## config.mk

```make
export PLATFORM = sky130hd
export DESIGN_NAME = flash_cmd_ctrl
export DESIGN_NICKNAME = d
export VERILOG_FILES = /design/src/logic/flash_ctrl_pkg.sv /design/src/logic/flash_cmd_ctrl.sv /design/src/logic/flash_unlock_seq.sv /design/src/logic/flash_op_timer.sv
export VERILOG_INCLUDE_DIRS = /design/src /design/src/logic
export SDC_FILE = /design/constraint.sdc
export NUM_CORES = 1
export LEC_CHECK = 0
export CAP_MARGIN = 20
export CORE_ASPECT_RATIO = 0.75
export CORE_UTILIZATION = 64
export DETAILED_ROUTE_END_ITERATION = 16
export DONT_BUFFER_PORTS = 1
export PLACE_DENSITY = 0.8
export SLEW_MARGIN = 20
export SYNTH_ARGS = -nofsm -noshare
export SYNTH_HDL_FRONTEND = slang
export SYNTH_SLANG_ARGS = --single-unit
```

## constraint.sdc

```tcl
create_clock -name mclk -period 6 [get_ports mclk]
set_input_delay 0.3 -clock mclk [delete_from_list [all_inputs] [get_ports mclk]]
set_output_delay 0.3 -clock mclk [all_outputs]
set_load 0.03 [all_outputs]
```

## src/logic/flash_ctrl_cfg.svh

```systemverilog
// Constants of the flash command controller: offsets, bit positions,
// bus responses, unlock keys and timing.
// Assumes a 200 MHz system clock and a 32-bit register bus.
`ifndef FLASH_CTRL_CFG_SVH
`define FLASH_CTRL_CFG_SVH

// ----------------------------------------------------------------------
// Register byte offsets
// ----------------------------------------------------------------------
`define OFS_CONTROL 8'h00
`define OFS_UNLOCK 8'h04
`define OFS_ADDR 8'h08
`define OFS_RDATA 8'h0C
`define OFS_WDATA 8'h10
`define OFS_IRQ_STATUS 8'h14
`define OFS_IRQ_MASK 8'h18

// ----------------------------------------------------------------------
// Control and interrupt register fields and widths
// ----------------------------------------------------------------------
`define CTL_BIT_SPACE 6
`define CTL_BIT_LATCH 5
`define CTL_BIT_ERASE 4
`define CTL_BIT_FAULT 3
`define CTL_BIT_ENABLE 2
`define CTL_BIT_WR 1
`define CTL_BIT_RD 0
`define CTL_TOP_READ 1'h1
`define FLASH_ADDR_W 9
`define FLASH_DATA_W 14
`define IRQ_W 3
`define IRQ_BIT_DONE 0
`define IRQ_BIT_FAULT 1
`define IRQ_BIT_READ 2

// ----------------------------------------------------------------------
// Unlock keys, bus answers
// ----------------------------------------------------------------------
`define KEY_FIRST 8'h55
`define KEY_SECOND 8'hAA
`define RESP_OKAY 2'h0
`define RESP_SLVERR 2'h2

// ----------------------------------------------------------------------
// Timing
// ----------------------------------------------------------------------
`define CLK_PERIOD_NS 5
`define TICK_NS 1000
`define TICK_CYCLES (`TICK_NS / `CLK_PERIOD_NS)
`define PROG_TIME_US 2
`define ERASE_TIME_US 2
`define DIV_W 8
`define TICK_W 16

`endif

```

## src/logic/flash_ctrl_pkg.sv

```systemverilog
// Types and a byte-lane merge helper shared by the flash command controller.
// Assumes flash_ctrl_cfg.svh is on the include path.
`include "flash_ctrl_cfg.svh"

package flash_ctrl_pkg;

  typedef enum logic [1:0] {OP_IDLE, OP_LATCH, OP_BUSY} op_state_e;

  typedef struct packed {
    logic [1:0] stage;
  } unlock_s;

  typedef struct packed {
    logic [`DIV_W-1:0] div;
    logic [`TICK_W-1:0] remain;
    logic busy;
    logic done;
  } timer_s;

  typedef struct packed {
    logic space;
    logic latch_only;
    logic erase_sel;
    logic fault;
    logic enable;
    logic wr;
    logic rd;
    op_state_e op;
    logic op_erase;
    logic [`FLASH_ADDR_W-1:0] addr;
    logic [`FLASH_DATA_W-1:0] wdata;
    logic [`FLASH_DATA_W-1:0] rdata;
    logic [`IRQ_W-1:0] status;
    logic [`IRQ_W-1:0] mask;
    logic irq;
    logic aw_got;
    logic [7:0] awaddr;
    logic w_got;
    logic [31:0] wbus;
    logic [3:0] wstrb;
    logic awready;
    logic wready;
    logic bvalid;
    logic [1:0] bresp;
    logic arready;
    logic rvalid;
    logic [1:0] rresp;
    logic [31:0] rbus;
    logic f_read;
    logic f_latch;
    logic f_prog;
    logic f_erase;
    logic f_abort;
    logic key_we;
    logic [7:0] key_byte;
    logic consume;
    logic tmr_start;
    logic tmr_abort;
    logic [`TICK_W-1:0] tmr_ticks;
  } ctrl_s;

  function automatic logic [15:0] merge16(input logic [15:0] old, input logic [31:0] w,
                                          input logic [3:0] strb);
    merge16 = {strb[1] ? w[15:8] : old[15:8], strb[0] ? w[7:0] : old[7:0]};
  endfunction : merge16

endpackage : flash_ctrl_pkg

```

## src/logic/flash_cmd_ctrl.sv

```systemverilog
// Flash command controller: control bits, unlock, self-timed program and
// erase, one-cycle read, interrupt, AXI4-Lite register slave.
// Assumes a flash array that reads combinationally and acts on strobes.
//
// Operation
// Control bit 6 steers accesses to the program array at 0 and to the configuration/ID area at 1.
// With the latch-only bit set a write command only loads the latch, otherwise it also programs the row.
// With the erase bit set a write command erases and hardware clears the erase bit when done.
// The fault flag is set on an improper start or an early end, and stays 0 on a normal finish.
// Program and erase happen only while the enable bit is 1.
// Setting the write command starts a self-timed operation, hardware clears it, software cannot.
// The latch-only bit has no effect on an erase.
// Software writes 55h then AAh to the unlock port before setting the write command.
// Setting the read command fetches the word in one cycle and hardware clears the bit.
// A write command with the enable bit 0 or without unlock leaves the flash untouched.
//
// The register addresses and the AXI4-Lite interface to the registers were chosen for this implementation.
`timescale 1ns/100ps
`default_nettype none
`include "flash_ctrl_cfg.svh"

module flash_cmd_ctrl #(
  parameter int PROG_TIME_US = `PROG_TIME_US,
  parameter int ERASE_TIME_US = `ERASE_TIME_US,
  parameter int TICK_CYCLES = `TICK_CYCLES
) (
  input wire logic mclk,
  input wire logic rstn,
  input wire logic [7:0] s_axi_awaddr,
  input wire logic s_axi_awvalid,
  output logic s_axi_awready,
  input wire logic [31:0] s_axi_wdata,
  input wire logic [3:0] s_axi_wstrb,
  input wire logic s_axi_wvalid,
  output logic s_axi_wready,
  output logic [1:0] s_axi_bresp,
  output logic s_axi_bvalid,
  input wire logic s_axi_bready,
  input wire logic [7:0] s_axi_araddr,
  input wire logic s_axi_arvalid,
  output logic s_axi_arready,
  output logic [31:0] s_axi_rdata,
  output logic [1:0] s_axi_rresp,
  output logic s_axi_rvalid,
  input wire logic s_axi_rready,
  output logic flash_space,
  output logic [`FLASH_ADDR_W-1:0] flash_addr,
  output logic [`FLASH_DATA_W-1:0] flash_wdata,
  output logic flash_read,
  output logic flash_latch_load,
  output logic flash_row_program,
  output logic flash_erase,
  output logic flash_abort,
  input wire logic [`FLASH_DATA_W-1:0] flash_rdata,
  output logic irq
);

  localparam logic [`TICK_W-1:0] PROG_TICKS = `TICK_W'(PROG_TIME_US * `TICK_NS / `TICK_NS);
  localparam logic [`TICK_W-1:0] ERASE_TICKS = `TICK_W'(ERASE_TIME_US * `TICK_NS / `TICK_NS);

  flash_ctrl_pkg::ctrl_s s_ff;
  flash_ctrl_pkg::ctrl_s nxt_s;
  logic armed;
  logic tmr_busy;
  logic tmr_done;

  // ----------------------------------------------------------------------
  // Helpers
  // ----------------------------------------------------------------------
  flash_unlock_seq flash_unlock_seq_inst (
    .mclk(mclk),
    .rstn(rstn),
    .key_we(s_ff.key_we),
    .key_byte(s_ff.key_byte),
    .consume(s_ff.consume),
    .armed(armed)
  );

  flash_op_timer #(.TICK_CYCLES(TICK_CYCLES)) flash_op_timer_inst (
    .mclk(mclk),
    .rstn(rstn),
    .start(s_ff.tmr_start),
    .abort(s_ff.tmr_abort),
    .ticks(s_ff.tmr_ticks),
    .busy(tmr_busy),
    .done(tmr_done)
  );

  // ----------------------------------------------------------------------
  // Next state
  // ----------------------------------------------------------------------
  always_comb begin
    logic do_write;
    logic do_read;
    logic wr_req;
    logic [`IRQ_W-1:0] events;
    logic [`IRQ_W-1:0] w1c;
    logic [7:0] wb;
    logic [15:0] m16;
    do_write = 1'b0;
    do_read = 1'b0;
    wr_req = 1'b0;
    events = '0;
    w1c = '0;
    wb = '0;
    m16 = '0;
    nxt_s = s_ff;
    nxt_s.f_read = 1'b0;
    nxt_s.f_latch = 1'b0;
    nxt_s.f_prog = 1'b0;
    nxt_s.f_erase = 1'b0;
    nxt_s.f_abort = 1'b0;
    nxt_s.key_we = 1'b0;
    nxt_s.consume = 1'b0;
    nxt_s.tmr_start = 1'b0;
    nxt_s.tmr_abort = 1'b0;
    // Bus write: address and data taken in either order
    if (s_axi_awvalid && s_ff.awready) begin
      nxt_s.aw_got = 1'b1;
      nxt_s.awaddr = s_axi_awaddr;
    end
    if (s_axi_wvalid && s_ff.wready) begin
      nxt_s.w_got = 1'b1;
      nxt_s.wbus = s_axi_wdata;
      nxt_s.wstrb = s_axi_wstrb;
    end
    if (s_ff.bvalid && s_axi_bready) begin
      nxt_s.bvalid = 1'b0;
    end
    if (s_ff.aw_got && s_ff.w_got && !s_ff.bvalid) begin
      do_write = 1'b1;
      nxt_s.aw_got = 1'b0;
      nxt_s.w_got = 1'b0;
      nxt_s.bvalid = 1'b1;
      nxt_s.bresp = `RESP_OKAY;
    end
    wb = s_ff.wbus[7:0];
    if (do_write) begin
      case (s_ff.awaddr)
        `OFS_CONTROL: begin
          if (s_ff.wstrb[0]) begin
            nxt_s.space = wb[`CTL_BIT_SPACE];
            nxt_s.latch_only = wb[`CTL_BIT_LATCH];
            nxt_s.erase_sel = wb[`CTL_BIT_ERASE];
            nxt_s.fault = wb[`CTL_BIT_FAULT];
            nxt_s.enable = wb[`CTL_BIT_ENABLE];
            wr_req = wb[`CTL_BIT_WR] && !s_ff.wr && !s_ff.rd;
            do_read = wb[`CTL_BIT_RD] && !s_ff.wr && !s_ff.rd && !wr_req;
          end
        end
        `OFS_UNLOCK: begin
          nxt_s.key_we = s_ff.wstrb[0];
          nxt_s.key_byte = wb;
        end
        `OFS_ADDR: begin
          m16 = flash_ctrl_pkg::merge16(16'(s_ff.addr), s_ff.wbus, s_ff.wstrb);
          nxt_s.addr = m16[`FLASH_ADDR_W-1:0];
        end
        `OFS_WDATA: begin
          m16 = flash_ctrl_pkg::merge16(16'(s_ff.wdata), s_ff.wbus, s_ff.wstrb);
          nxt_s.wdata = m16[`FLASH_DATA_W-1:0];
        end
        `OFS_RDATA: nxt_s.bresp = `RESP_OKAY;
        `OFS_IRQ_STATUS: begin
          if (s_ff.wstrb[0]) begin
            w1c = wb[`IRQ_W-1:0];
          end
        end
        `OFS_IRQ_MASK: begin
          if (s_ff.wstrb[0]) begin
            nxt_s.mask = wb[`IRQ_W-1:0];
          end
        end
        default: begin
          nxt_s.bresp = `RESP_SLVERR;
        end
      endcase
    end
    if (do_read) begin
      nxt_s.rd = 1'b1;
      nxt_s.f_read = 1'b1;
    end
    if (s_ff.rd) begin
      nxt_s.rd = 1'b0;
      nxt_s.rdata = flash_rdata;
      events[`IRQ_BIT_READ] = 1'b1;
    end
    case (s_ff.op)
      flash_ctrl_pkg::OP_IDLE: begin
        if (wr_req) begin
          nxt_s.consume = 1'b1;
          if (!nxt_s.enable || !armed) begin
            nxt_s.fault = 1'b1;
            events[`IRQ_BIT_FAULT] = 1'b1;
          end else begin
            nxt_s.wr = 1'b1;
            nxt_s.fault = 1'b0;
            nxt_s.op_erase = nxt_s.erase_sel;
            if (nxt_s.erase_sel) begin
              nxt_s.f_erase = 1'b1;
              nxt_s.tmr_start = 1'b1;
              nxt_s.tmr_ticks = ERASE_TICKS;
              nxt_s.op = flash_ctrl_pkg::OP_BUSY;
            end else begin
              nxt_s.f_latch = 1'b1;
              if (nxt_s.latch_only) begin
                nxt_s.op = flash_ctrl_pkg::OP_LATCH;
              end else begin
                nxt_s.f_prog = 1'b1;
                nxt_s.tmr_start = 1'b1;
                nxt_s.tmr_ticks = PROG_TICKS;
                nxt_s.op = flash_ctrl_pkg::OP_BUSY;
              end
            end
          end
        end
      end
      flash_ctrl_pkg::OP_LATCH: begin
        nxt_s.wr = 1'b0;
        events[`IRQ_BIT_DONE] = 1'b1;
        nxt_s.op = flash_ctrl_pkg::OP_IDLE;
      end
      flash_ctrl_pkg::OP_BUSY: begin
        if (!nxt_s.enable) begin
          nxt_s.f_abort = 1'b1;
          nxt_s.tmr_abort = 1'b1;
          nxt_s.wr = 1'b0;
          nxt_s.fault = 1'b1;
          events[`IRQ_BIT_FAULT] = 1'b1;
          nxt_s.op = flash_ctrl_pkg::OP_IDLE;
        end else if (tmr_done) begin
          nxt_s.wr = 1'b0;
          if (s_ff.op_erase) begin
            nxt_s.erase_sel = 1'b0;
          end
          events[`IRQ_BIT_DONE] = 1'b1;
          nxt_s.op = flash_ctrl_pkg::OP_IDLE;
        end
      end
      default: begin
        nxt_s.op = flash_ctrl_pkg::OP_IDLE;
      end
    endcase

    // Interrupt: set wins over write-one-to-clear
    nxt_s.status = (s_ff.status & ~w1c) | events;
    nxt_s.irq = |(nxt_s.status & nxt_s.mask);
    if (s_ff.rvalid && s_axi_rready) begin
      nxt_s.rvalid = 1'b0;
    end
    if (s_axi_arvalid && s_ff.arready) begin
      nxt_s.rvalid = 1'b1;
      nxt_s.rresp = `RESP_OKAY;
      nxt_s.rbus = 32'h00000000;
      case (s_axi_araddr)
        `OFS_CONTROL: nxt_s.rbus[7:0] = {`CTL_TOP_READ, s_ff.space, s_ff.latch_only,
                                        s_ff.erase_sel, s_ff.fault, s_ff.enable,
                                        s_ff.wr, s_ff.rd};
        `OFS_UNLOCK: nxt_s.rbus = 32'h00000000;
        `OFS_ADDR: nxt_s.rbus[`FLASH_ADDR_W-1:0] = s_ff.addr;
        `OFS_RDATA: nxt_s.rbus[`FLASH_DATA_W-1:0] = s_ff.rdata;
        `OFS_WDATA: nxt_s.rbus[`FLASH_DATA_W-1:0] = s_ff.wdata;
        `OFS_IRQ_STATUS: nxt_s.rbus[`IRQ_W-1:0] = s_ff.status;
        `OFS_IRQ_MASK: nxt_s.rbus[`IRQ_W-1:0] = s_ff.mask;
        default: nxt_s.rresp = `RESP_SLVERR;
      endcase
    end
    nxt_s.awready = !nxt_s.aw_got && !nxt_s.bvalid;
    nxt_s.wready = !nxt_s.w_got && !nxt_s.bvalid;
    nxt_s.arready = !nxt_s.rvalid;
  end

  always_ff @(posedge mclk or negedge rstn) begin
    if (!rstn) begin
      s_ff <= '0;
    end else begin
      s_ff <= nxt_s;
    end
  end

  // ----------------------------------------------------------------------
  // Outputs
  // ----------------------------------------------------------------------
  assign s_axi_awready = s_ff.awready;
  assign s_axi_wready = s_ff.wready;
  assign s_axi_bvalid = s_ff.bvalid;
  assign s_axi_bresp = s_ff.bresp;
  assign s_axi_arready = s_ff.arready;
  assign s_axi_rvalid = s_ff.rvalid;
  assign s_axi_rresp = s_ff.rresp;
  assign s_axi_rdata = s_ff.rbus;
  assign flash_space = s_ff.space;
  assign flash_addr = s_ff.addr;
  assign flash_wdata = s_ff.wdata;
  assign flash_read = s_ff.f_read;
  assign flash_latch_load = s_ff.f_latch;
  assign flash_row_program = s_ff.f_prog;
  assign flash_erase = s_ff.f_erase;
  assign flash_abort = s_ff.f_abort;
  assign irq = s_ff.irq;
endmodule : flash_cmd_ctrl

`default_nettype wire

```

## src/logic/flash_unlock_seq.sv

```systemverilog
// Unlock key tracker: two key writes in order arm one program/erase start.
// Assumes key writes arrive as single-cycle strobes.
`timescale 1ns/100ps
`default_nettype none
`include "flash_ctrl_cfg.svh"

module flash_unlock_seq (
  input wire logic mclk,
  input wire logic rstn,
  input wire logic key_we,
  input wire logic [7:0] key_byte,
  input wire logic consume,
  output logic armed
);

  flash_ctrl_pkg::unlock_s s_ff;
  flash_ctrl_pkg::unlock_s nxt_s;

  always_comb begin
    nxt_s = s_ff;
    if (consume) begin
      nxt_s.stage = 2'h0;
    end else if (key_we) begin
      if (key_byte == `KEY_FIRST) begin
        nxt_s.stage = 2'h1;
      end else if (key_byte == `KEY_SECOND && s_ff.stage == 2'h1) begin
        nxt_s.stage = 2'h2;
      end else begin
        nxt_s.stage = 2'h0;
      end
    end
  end

  always_ff @(posedge mclk or negedge rstn) begin
    if (!rstn) begin
      s_ff <= '0;
    end else begin
      s_ff <= nxt_s;
    end
  end

  assign armed = (s_ff.stage == 2'h2);

endmodule : flash_unlock_seq

`default_nettype wire

```

## src/logic/flash_op_timer.sv

```systemverilog
// Self-timed operation counter: a divider makes a one-cycle tick enable,
// the operation ends after the requested number of ticks.
// Assumes start and abort are single-cycle strobes.
`timescale 1ns/100ps
`default_nettype none
`include "flash_ctrl_cfg.svh"

module flash_op_timer #(
  parameter int TICK_CYCLES = `TICK_CYCLES
) (
  input wire logic mclk,
  input wire logic rstn,
  input wire logic start,
  input wire logic abort,
  input wire logic [`TICK_W-1:0] ticks,
  output logic busy,
  output logic done
);

  localparam logic [`DIV_W-1:0] DIV_LAST = `DIV_W'(TICK_CYCLES - 1);

  flash_ctrl_pkg::timer_s s_ff;
  flash_ctrl_pkg::timer_s nxt_s;

  always_comb begin
    nxt_s = s_ff;
    nxt_s.done = 1'b0;
    if (abort) begin
      nxt_s.busy = 1'b0;
    end else if (start) begin
      nxt_s.busy = 1'b1;
      nxt_s.div = '0;
      nxt_s.remain = ticks;
    end else if (s_ff.busy) begin
      if (s_ff.div == DIV_LAST) begin
        nxt_s.div = '0;
        if (s_ff.remain <= `TICK_W'(1)) begin
          nxt_s.busy = 1'b0;
          nxt_s.done = 1'b1;
        end else begin
          nxt_s.remain = s_ff.remain - `TICK_W'(1);
        end
      end else begin
        nxt_s.div = s_ff.div + `DIV_W'(1);
      end
    end
  end

  always_ff @(posedge mclk or negedge rstn) begin
    if (!rstn) begin
      s_ff <= '0;
    end else begin
      s_ff <= nxt_s;
    end
  end

  assign busy = s_ff.busy;
  assign done = s_ff.done;

endmodule : flash_op_timer

`default_nettype wire

```

# Word level (Yosys, flattened, before mapping)
# Cells that the tools add are included.
# word_totals
ff_bits	183
out_inout_bits	71
# classes
n_addsub	2
magnitude_cmp	1
eq_ne	24
mux	88
bitwise_logic	6
reduce_logical	48
# op_table
cell	n
$eq 8x5->1 const B	6
$mux 16	3
$mux 1	37
$mux 37	1
$mux 3	12
$mux 35	1
$eq 8x4->1 const B	4
$mux 2	14
$mux 9	3
$mux 26	1
$mux 25	1
$reduce_and 3->1	7
$pmux 5 s4	1
$mux 18	1
$pmux 3 s6	1
$eq 8x3->1 const B	2
$eq 8x8->1 const B	2
$le 16x1->1 const B	1
$logic_not 8->1	2
$sub 16x1->16 const B	1
$logic_and 1x1->1	15
$mux 4	3
$reduce_and 4->1	3
$logic_not 1->1	10
24 further kinds	37

# Longest topological paths before layout
# depth
word_depth	12
ltp_mapped	9

# Cells and area by module
# A second synthesis with hierarchy kept.
# hier_totals
hier_cells	640
hier_area_um2	7233.2
# by_module_without_submodules
mod	instances	cells_each	area_each_um2	seq_area_each_um2
flash_cmd_ctrl	1	458	5504.0	2977.9
flash_op_timer	1	170	1580.3	650.6
flash_unlock_seq	1	12	148.9	50.0

# Worst setup path before layout
# OpenSTA, ideal clock, no wires.
# synth_timing
path_type	reg-to-reg
from	register s_ff[113] (netlist name)
to	register s_ff, in the netlist irq
arrival_time_ns	2.022
t_required_ns	5.874
slack_ns	3.852
stages_incl_launch_ff	6
path_buffers	0
period_less_slack_ns	2.148
cell_sequence	dfrtp_1 > or4b_1 > nor4_4 > mux2_2 > o31a_1 > a221o_1
# synth_lines
element	line_no	source
from (decl)	flash_cmd_ctrl.sv:61	flash_ctrl_pkg::ctrl_s s_ff;
from (signal assigned)	flash_cmd_ctrl.sv:277	s_ff <= nxt_s;

# Worst setup path in the final report
# layout_timing
from	register s_ff, in the netlist s_axi_bvalid
to	register s_ff[166] (netlist name)
# layout_via
elab_chain_cells	9
elab_cells_between_ends	17
# layout_lines
element	line_no	source
$logic_not 1->1 *	flash_cmd_ctrl.sv:130	if (s_ff.aw_got && s_ff.w_got && !s_ff.bvalid) begin
$logic_and 1x1->1 *	flash_cmd_ctrl.sv:130	
$mux 1 *	flash_cmd_ctrl.sv:130	
$mux 4	flash_cmd_ctrl.sv:138	if (do_write) begin
$mux 2	flash_cmd_ctrl.sv:206	if (nxt_s.latch_only) begin
$mux 2	flash_cmd_ctrl.sv:199	if (nxt_s.erase_sel) begin
$mux 3	flash_cmd_ctrl.sv:192	if (!nxt_s.enable || !armed) begin
$mux 3	flash_cmd_ctrl.sv:190	if (wr_req) begin
$pmux 2 s2	flash_cmd_ctrl.sv:188	case (s_ff.op)
# Mark *: on every way between the ends. The rest lies on a longest branch, timed or not. The select of a mux whose other input is x is not followed.
# A chain may end at the register's enable or synchronous reset.

==> run summary <==
most common cell in the netlist: dfrtp_1
H-tree depth: 4
fraction of registers with async set/reset: 1.00
Synth top area share: 0.517
Initial Utilization: 0.676
GP Congestion: 0.825
ys flop type: dfrtp_1
Final period util: 0.441
post-DP HPWL: 9980 um
Cell Area, Placed: 0.00680 sq mm
synth top area cells: dfrtp_1 52%, mux2_2 13%, buf_4 6.2%, nand2_1 2.3%, o21ai_0 2.2%
vias in the first global route: 4545
Fin Setup TNS: 0 ns
root buf cell: clkbuf_16
Max transition margin: 0.314
Comb power frac: 0.109
top cells by count, synth: 147 x dfrtp_1, 81 x mux2_2, 59 x buf_4
# DRC: 0
Fillers: 707
drt wl/cell: 20.3 um
initial antenna violation count: 1
first-pass GRT wire length: 23600 um
# nets final: 659
CTS tree: yes
DRT antenna net count: 0
flops & latches, synth: 147
Peak VDD IR: 0.000316 V
GRT Util Overall: 0.275
Synth Instances: 620
vias per inst: 6.36
met2 GRT Util: 0.410
via count: 4640
Clk pwr share: 0.391
max cap viols: 0
num rows: 32
GRT met3 Usage: 0.0744
RSZ-0062 raised after global routing: no
Sequential Power Share: 0.500
Final Instance Area: 0.00746 sq mm
pre-CTS setup slack: 3.44 ns
Synth area leader: dfrtp_1
Worst-path clk slew: 0.06 ns
die area: 0.0116 sq mm
Post-synth EDFFs: 0
Worst EP required: 6.30 ns
Core Area: 0.0105 sq mm
grt ovf: 0
min Tclk post-route: 2.65 ns
drt first-iter violations: 446
Internal: 0.00190 W
# setup viols final: 0
final hold viol count: 0
sequential element share of the synthesized area: 0.517
CP Launch Type: flip-flop
Worst Hold Class: in -> reg
placed insts: 692
Die Y: 93.4 um
M1 GR Usage: 0.381
crit path DAT: 2.95 ns
clock sink count: 147
warnings from Yosys: 0
setup ws final: 3.35 ns
IO Port Bufs: 0
Mapped Area: 0.00712 sq mm
leakage power total: 3.49 nW
Die X: 124 um
TritonRoute pass-1 iters: 6
status: finished, final reports clean
Switching Share: 0.305
worst-margin pin slew: 1.01 ns
IO Count: 144
Setup crit end kind: flip-flop
Psw: 0.000836 W
Syn Area/Cell: 11.5 sq um
largest net degree at the start of global routing: 148
final cell count without fillers: 729
WS Path Type: reg -> reg
final max-slew violation count: 0
clock skew: 0.00896 ns
post-cts gate resize count: 0
synth unique cells: 71
Fmax achieved: 0.378 GHz
CP max FO: 17
Util after Layout: 0.708
layout cells sized above 1: 0.233
total CTS buffers: 17
drt total wl: 14800 um
synth-to-layout area growth: 4.76%
clock buffer depth: 2
Skew-Pair Late Insertion Delay: 0.42 ns
PD cells: 367 mW/mm^2
Top Usage Layer GRT: met2
[layout make-up]
| type | count | area [sq um] | share of cell area |
|---|---|---|---|
| Tap cell | 136 | 170 | 0.0228 |
| Clock buffer | 17 | 425 | 0.0570 |
| Sequential cell | 147 | 3680 | 0.493 |
| Multi-Input combinational cell | 394 | 2900 | 0.388 |
| Antenna cell | 1 | 2.50 | 0.000335 |
| Timing Repair Buffer | 4 | 57.6 | 0.00772 |
| Clock inverter | 15 | 173 | 0.0231 |
| Inverter | 15 | 56.3 | 0.00755 |
[flip-flops by register name, summed over array words and instances, names as in the netlist, 2 cells and up, named ones only]
signal	flops
s_ff	68
flash_op_timer_inst.s_ff	24
flash_wdata	14
s_axi_rdata	14
flash_addr	9
flash_unlock_seq_inst.s_ff	2
[kinds of logic (layout without fill, tap and decap cells)]
family	after synthesis	after routing	share of synthesized area
AO/OA/AOI/OAI	103	103	0.101
XOR/XNOR	6	6	0.00738
adder cells (fa/ha/maj)	7	7	0.0123
buffers and inverters	97	51	0.0865
flip-flops	147	147	0.517
multiplexers	87	87	0.137
other	1	20	0.000527
AND/OR/NAND/NOR	172	172	0.139
[through the flow]
step / total power (W) / hold WS (ns)
CTS: 0.00275 / 0.0112
floorplan: 0.00159 / 0.00441
global placement: 0.00163 / 0.0103
finish: 0.00274 / 0.0212
global route: 0.00284 / 0.0116
detailed placement: 0.00165 / 0.00851
[critical path, stage by stage (launching register included)]
cell and delay (ns):
dfrtp_1 0.52, and3b_1 0.37, nand4_2 0.49, o41a_1 0.58
a21oi_2 0.21, mux2_1 0.35
[power groups by stage]
stage	Sequential [W]	Combinational (W)	Clock, W
6_report	0.00137	0.000300	0.00107
5_1_grt	0.00139	0.000328	0.00113
4_1_cts	0.00136	0.000302	0.00108
3_5_place_dp	0.00138	0.000274	0
3_3_place_gp	0.00137	0.000261	0
2_1_floorplan	0.00126	0.000326	0
[layer usage]
layer,vias to the layer above,wire length (um)
met5,-,0
met4,0,143
met3,13,1040
met2,178,7030
met1,2360,6620
li1,2089,-
[layout by cell type (no fill, tap or decap), types with 3 or more instances in the layout]
cell type      count
dfrtp_1          147
mux2_2            81
nand2_1           43
o21ai_0           31
nor2_1            31
conb_1            19
clkbuf_16         17
inv_1             15
a21oi_1           13
nand3_1           13
nor3_1            11
or3_1              9
a22oi_1            9
nor2b_1            8
or4_1              8
a222oi_1           8
a21oi_2            7
ha_1               7
inv_6              6
mux2i_1            5
and3_1             5
and2_1             4
or2_2              4
nor4bb_1           4
xor2_1             4
o21ai_1            4
nand3b_1           3
nor4_4             3
nor4_1             3
nor4b_1            3
nand4_1            3
a31oi_1            3
nand2b_1           3
dlygate4sd3_1      3
[final timing paths]
| kind | start | to | slack, ns | cells after the start |
|---|---|---|---|---|
| setup / recovery | s_axi_bvalid | s_ff[166] | 3.35 | 5 |
| hold / removal | s_axi_wdata[13] | s_ff[91] | 0.02 | 1 |
| setup reg to reg | s_axi_bvalid | s_ff[166] | 3.35 | 5 |
| hold reg to reg | s_ff[18] | flash_unlock_seq_inst.s_ff[1] | 0.47 | 1 |
| max in group asynchronous | rstn | flash_op_timer_inst.s_ff[5] | 4.94 | 2 |
| min in group asynchronous | rstn | flash_op_timer_inst.s_ff[19] | 0.52 | 2 |
[timing repair]
| item | in CTS | in global routing |
|---|---|---|
| endpoints found under the hold margin | 149 | 0 |
| buffers inserted | 0 | 0 |
| hold buffers | 4 | 0 |
Note: power is estimated with default switching activity, not from simulation.
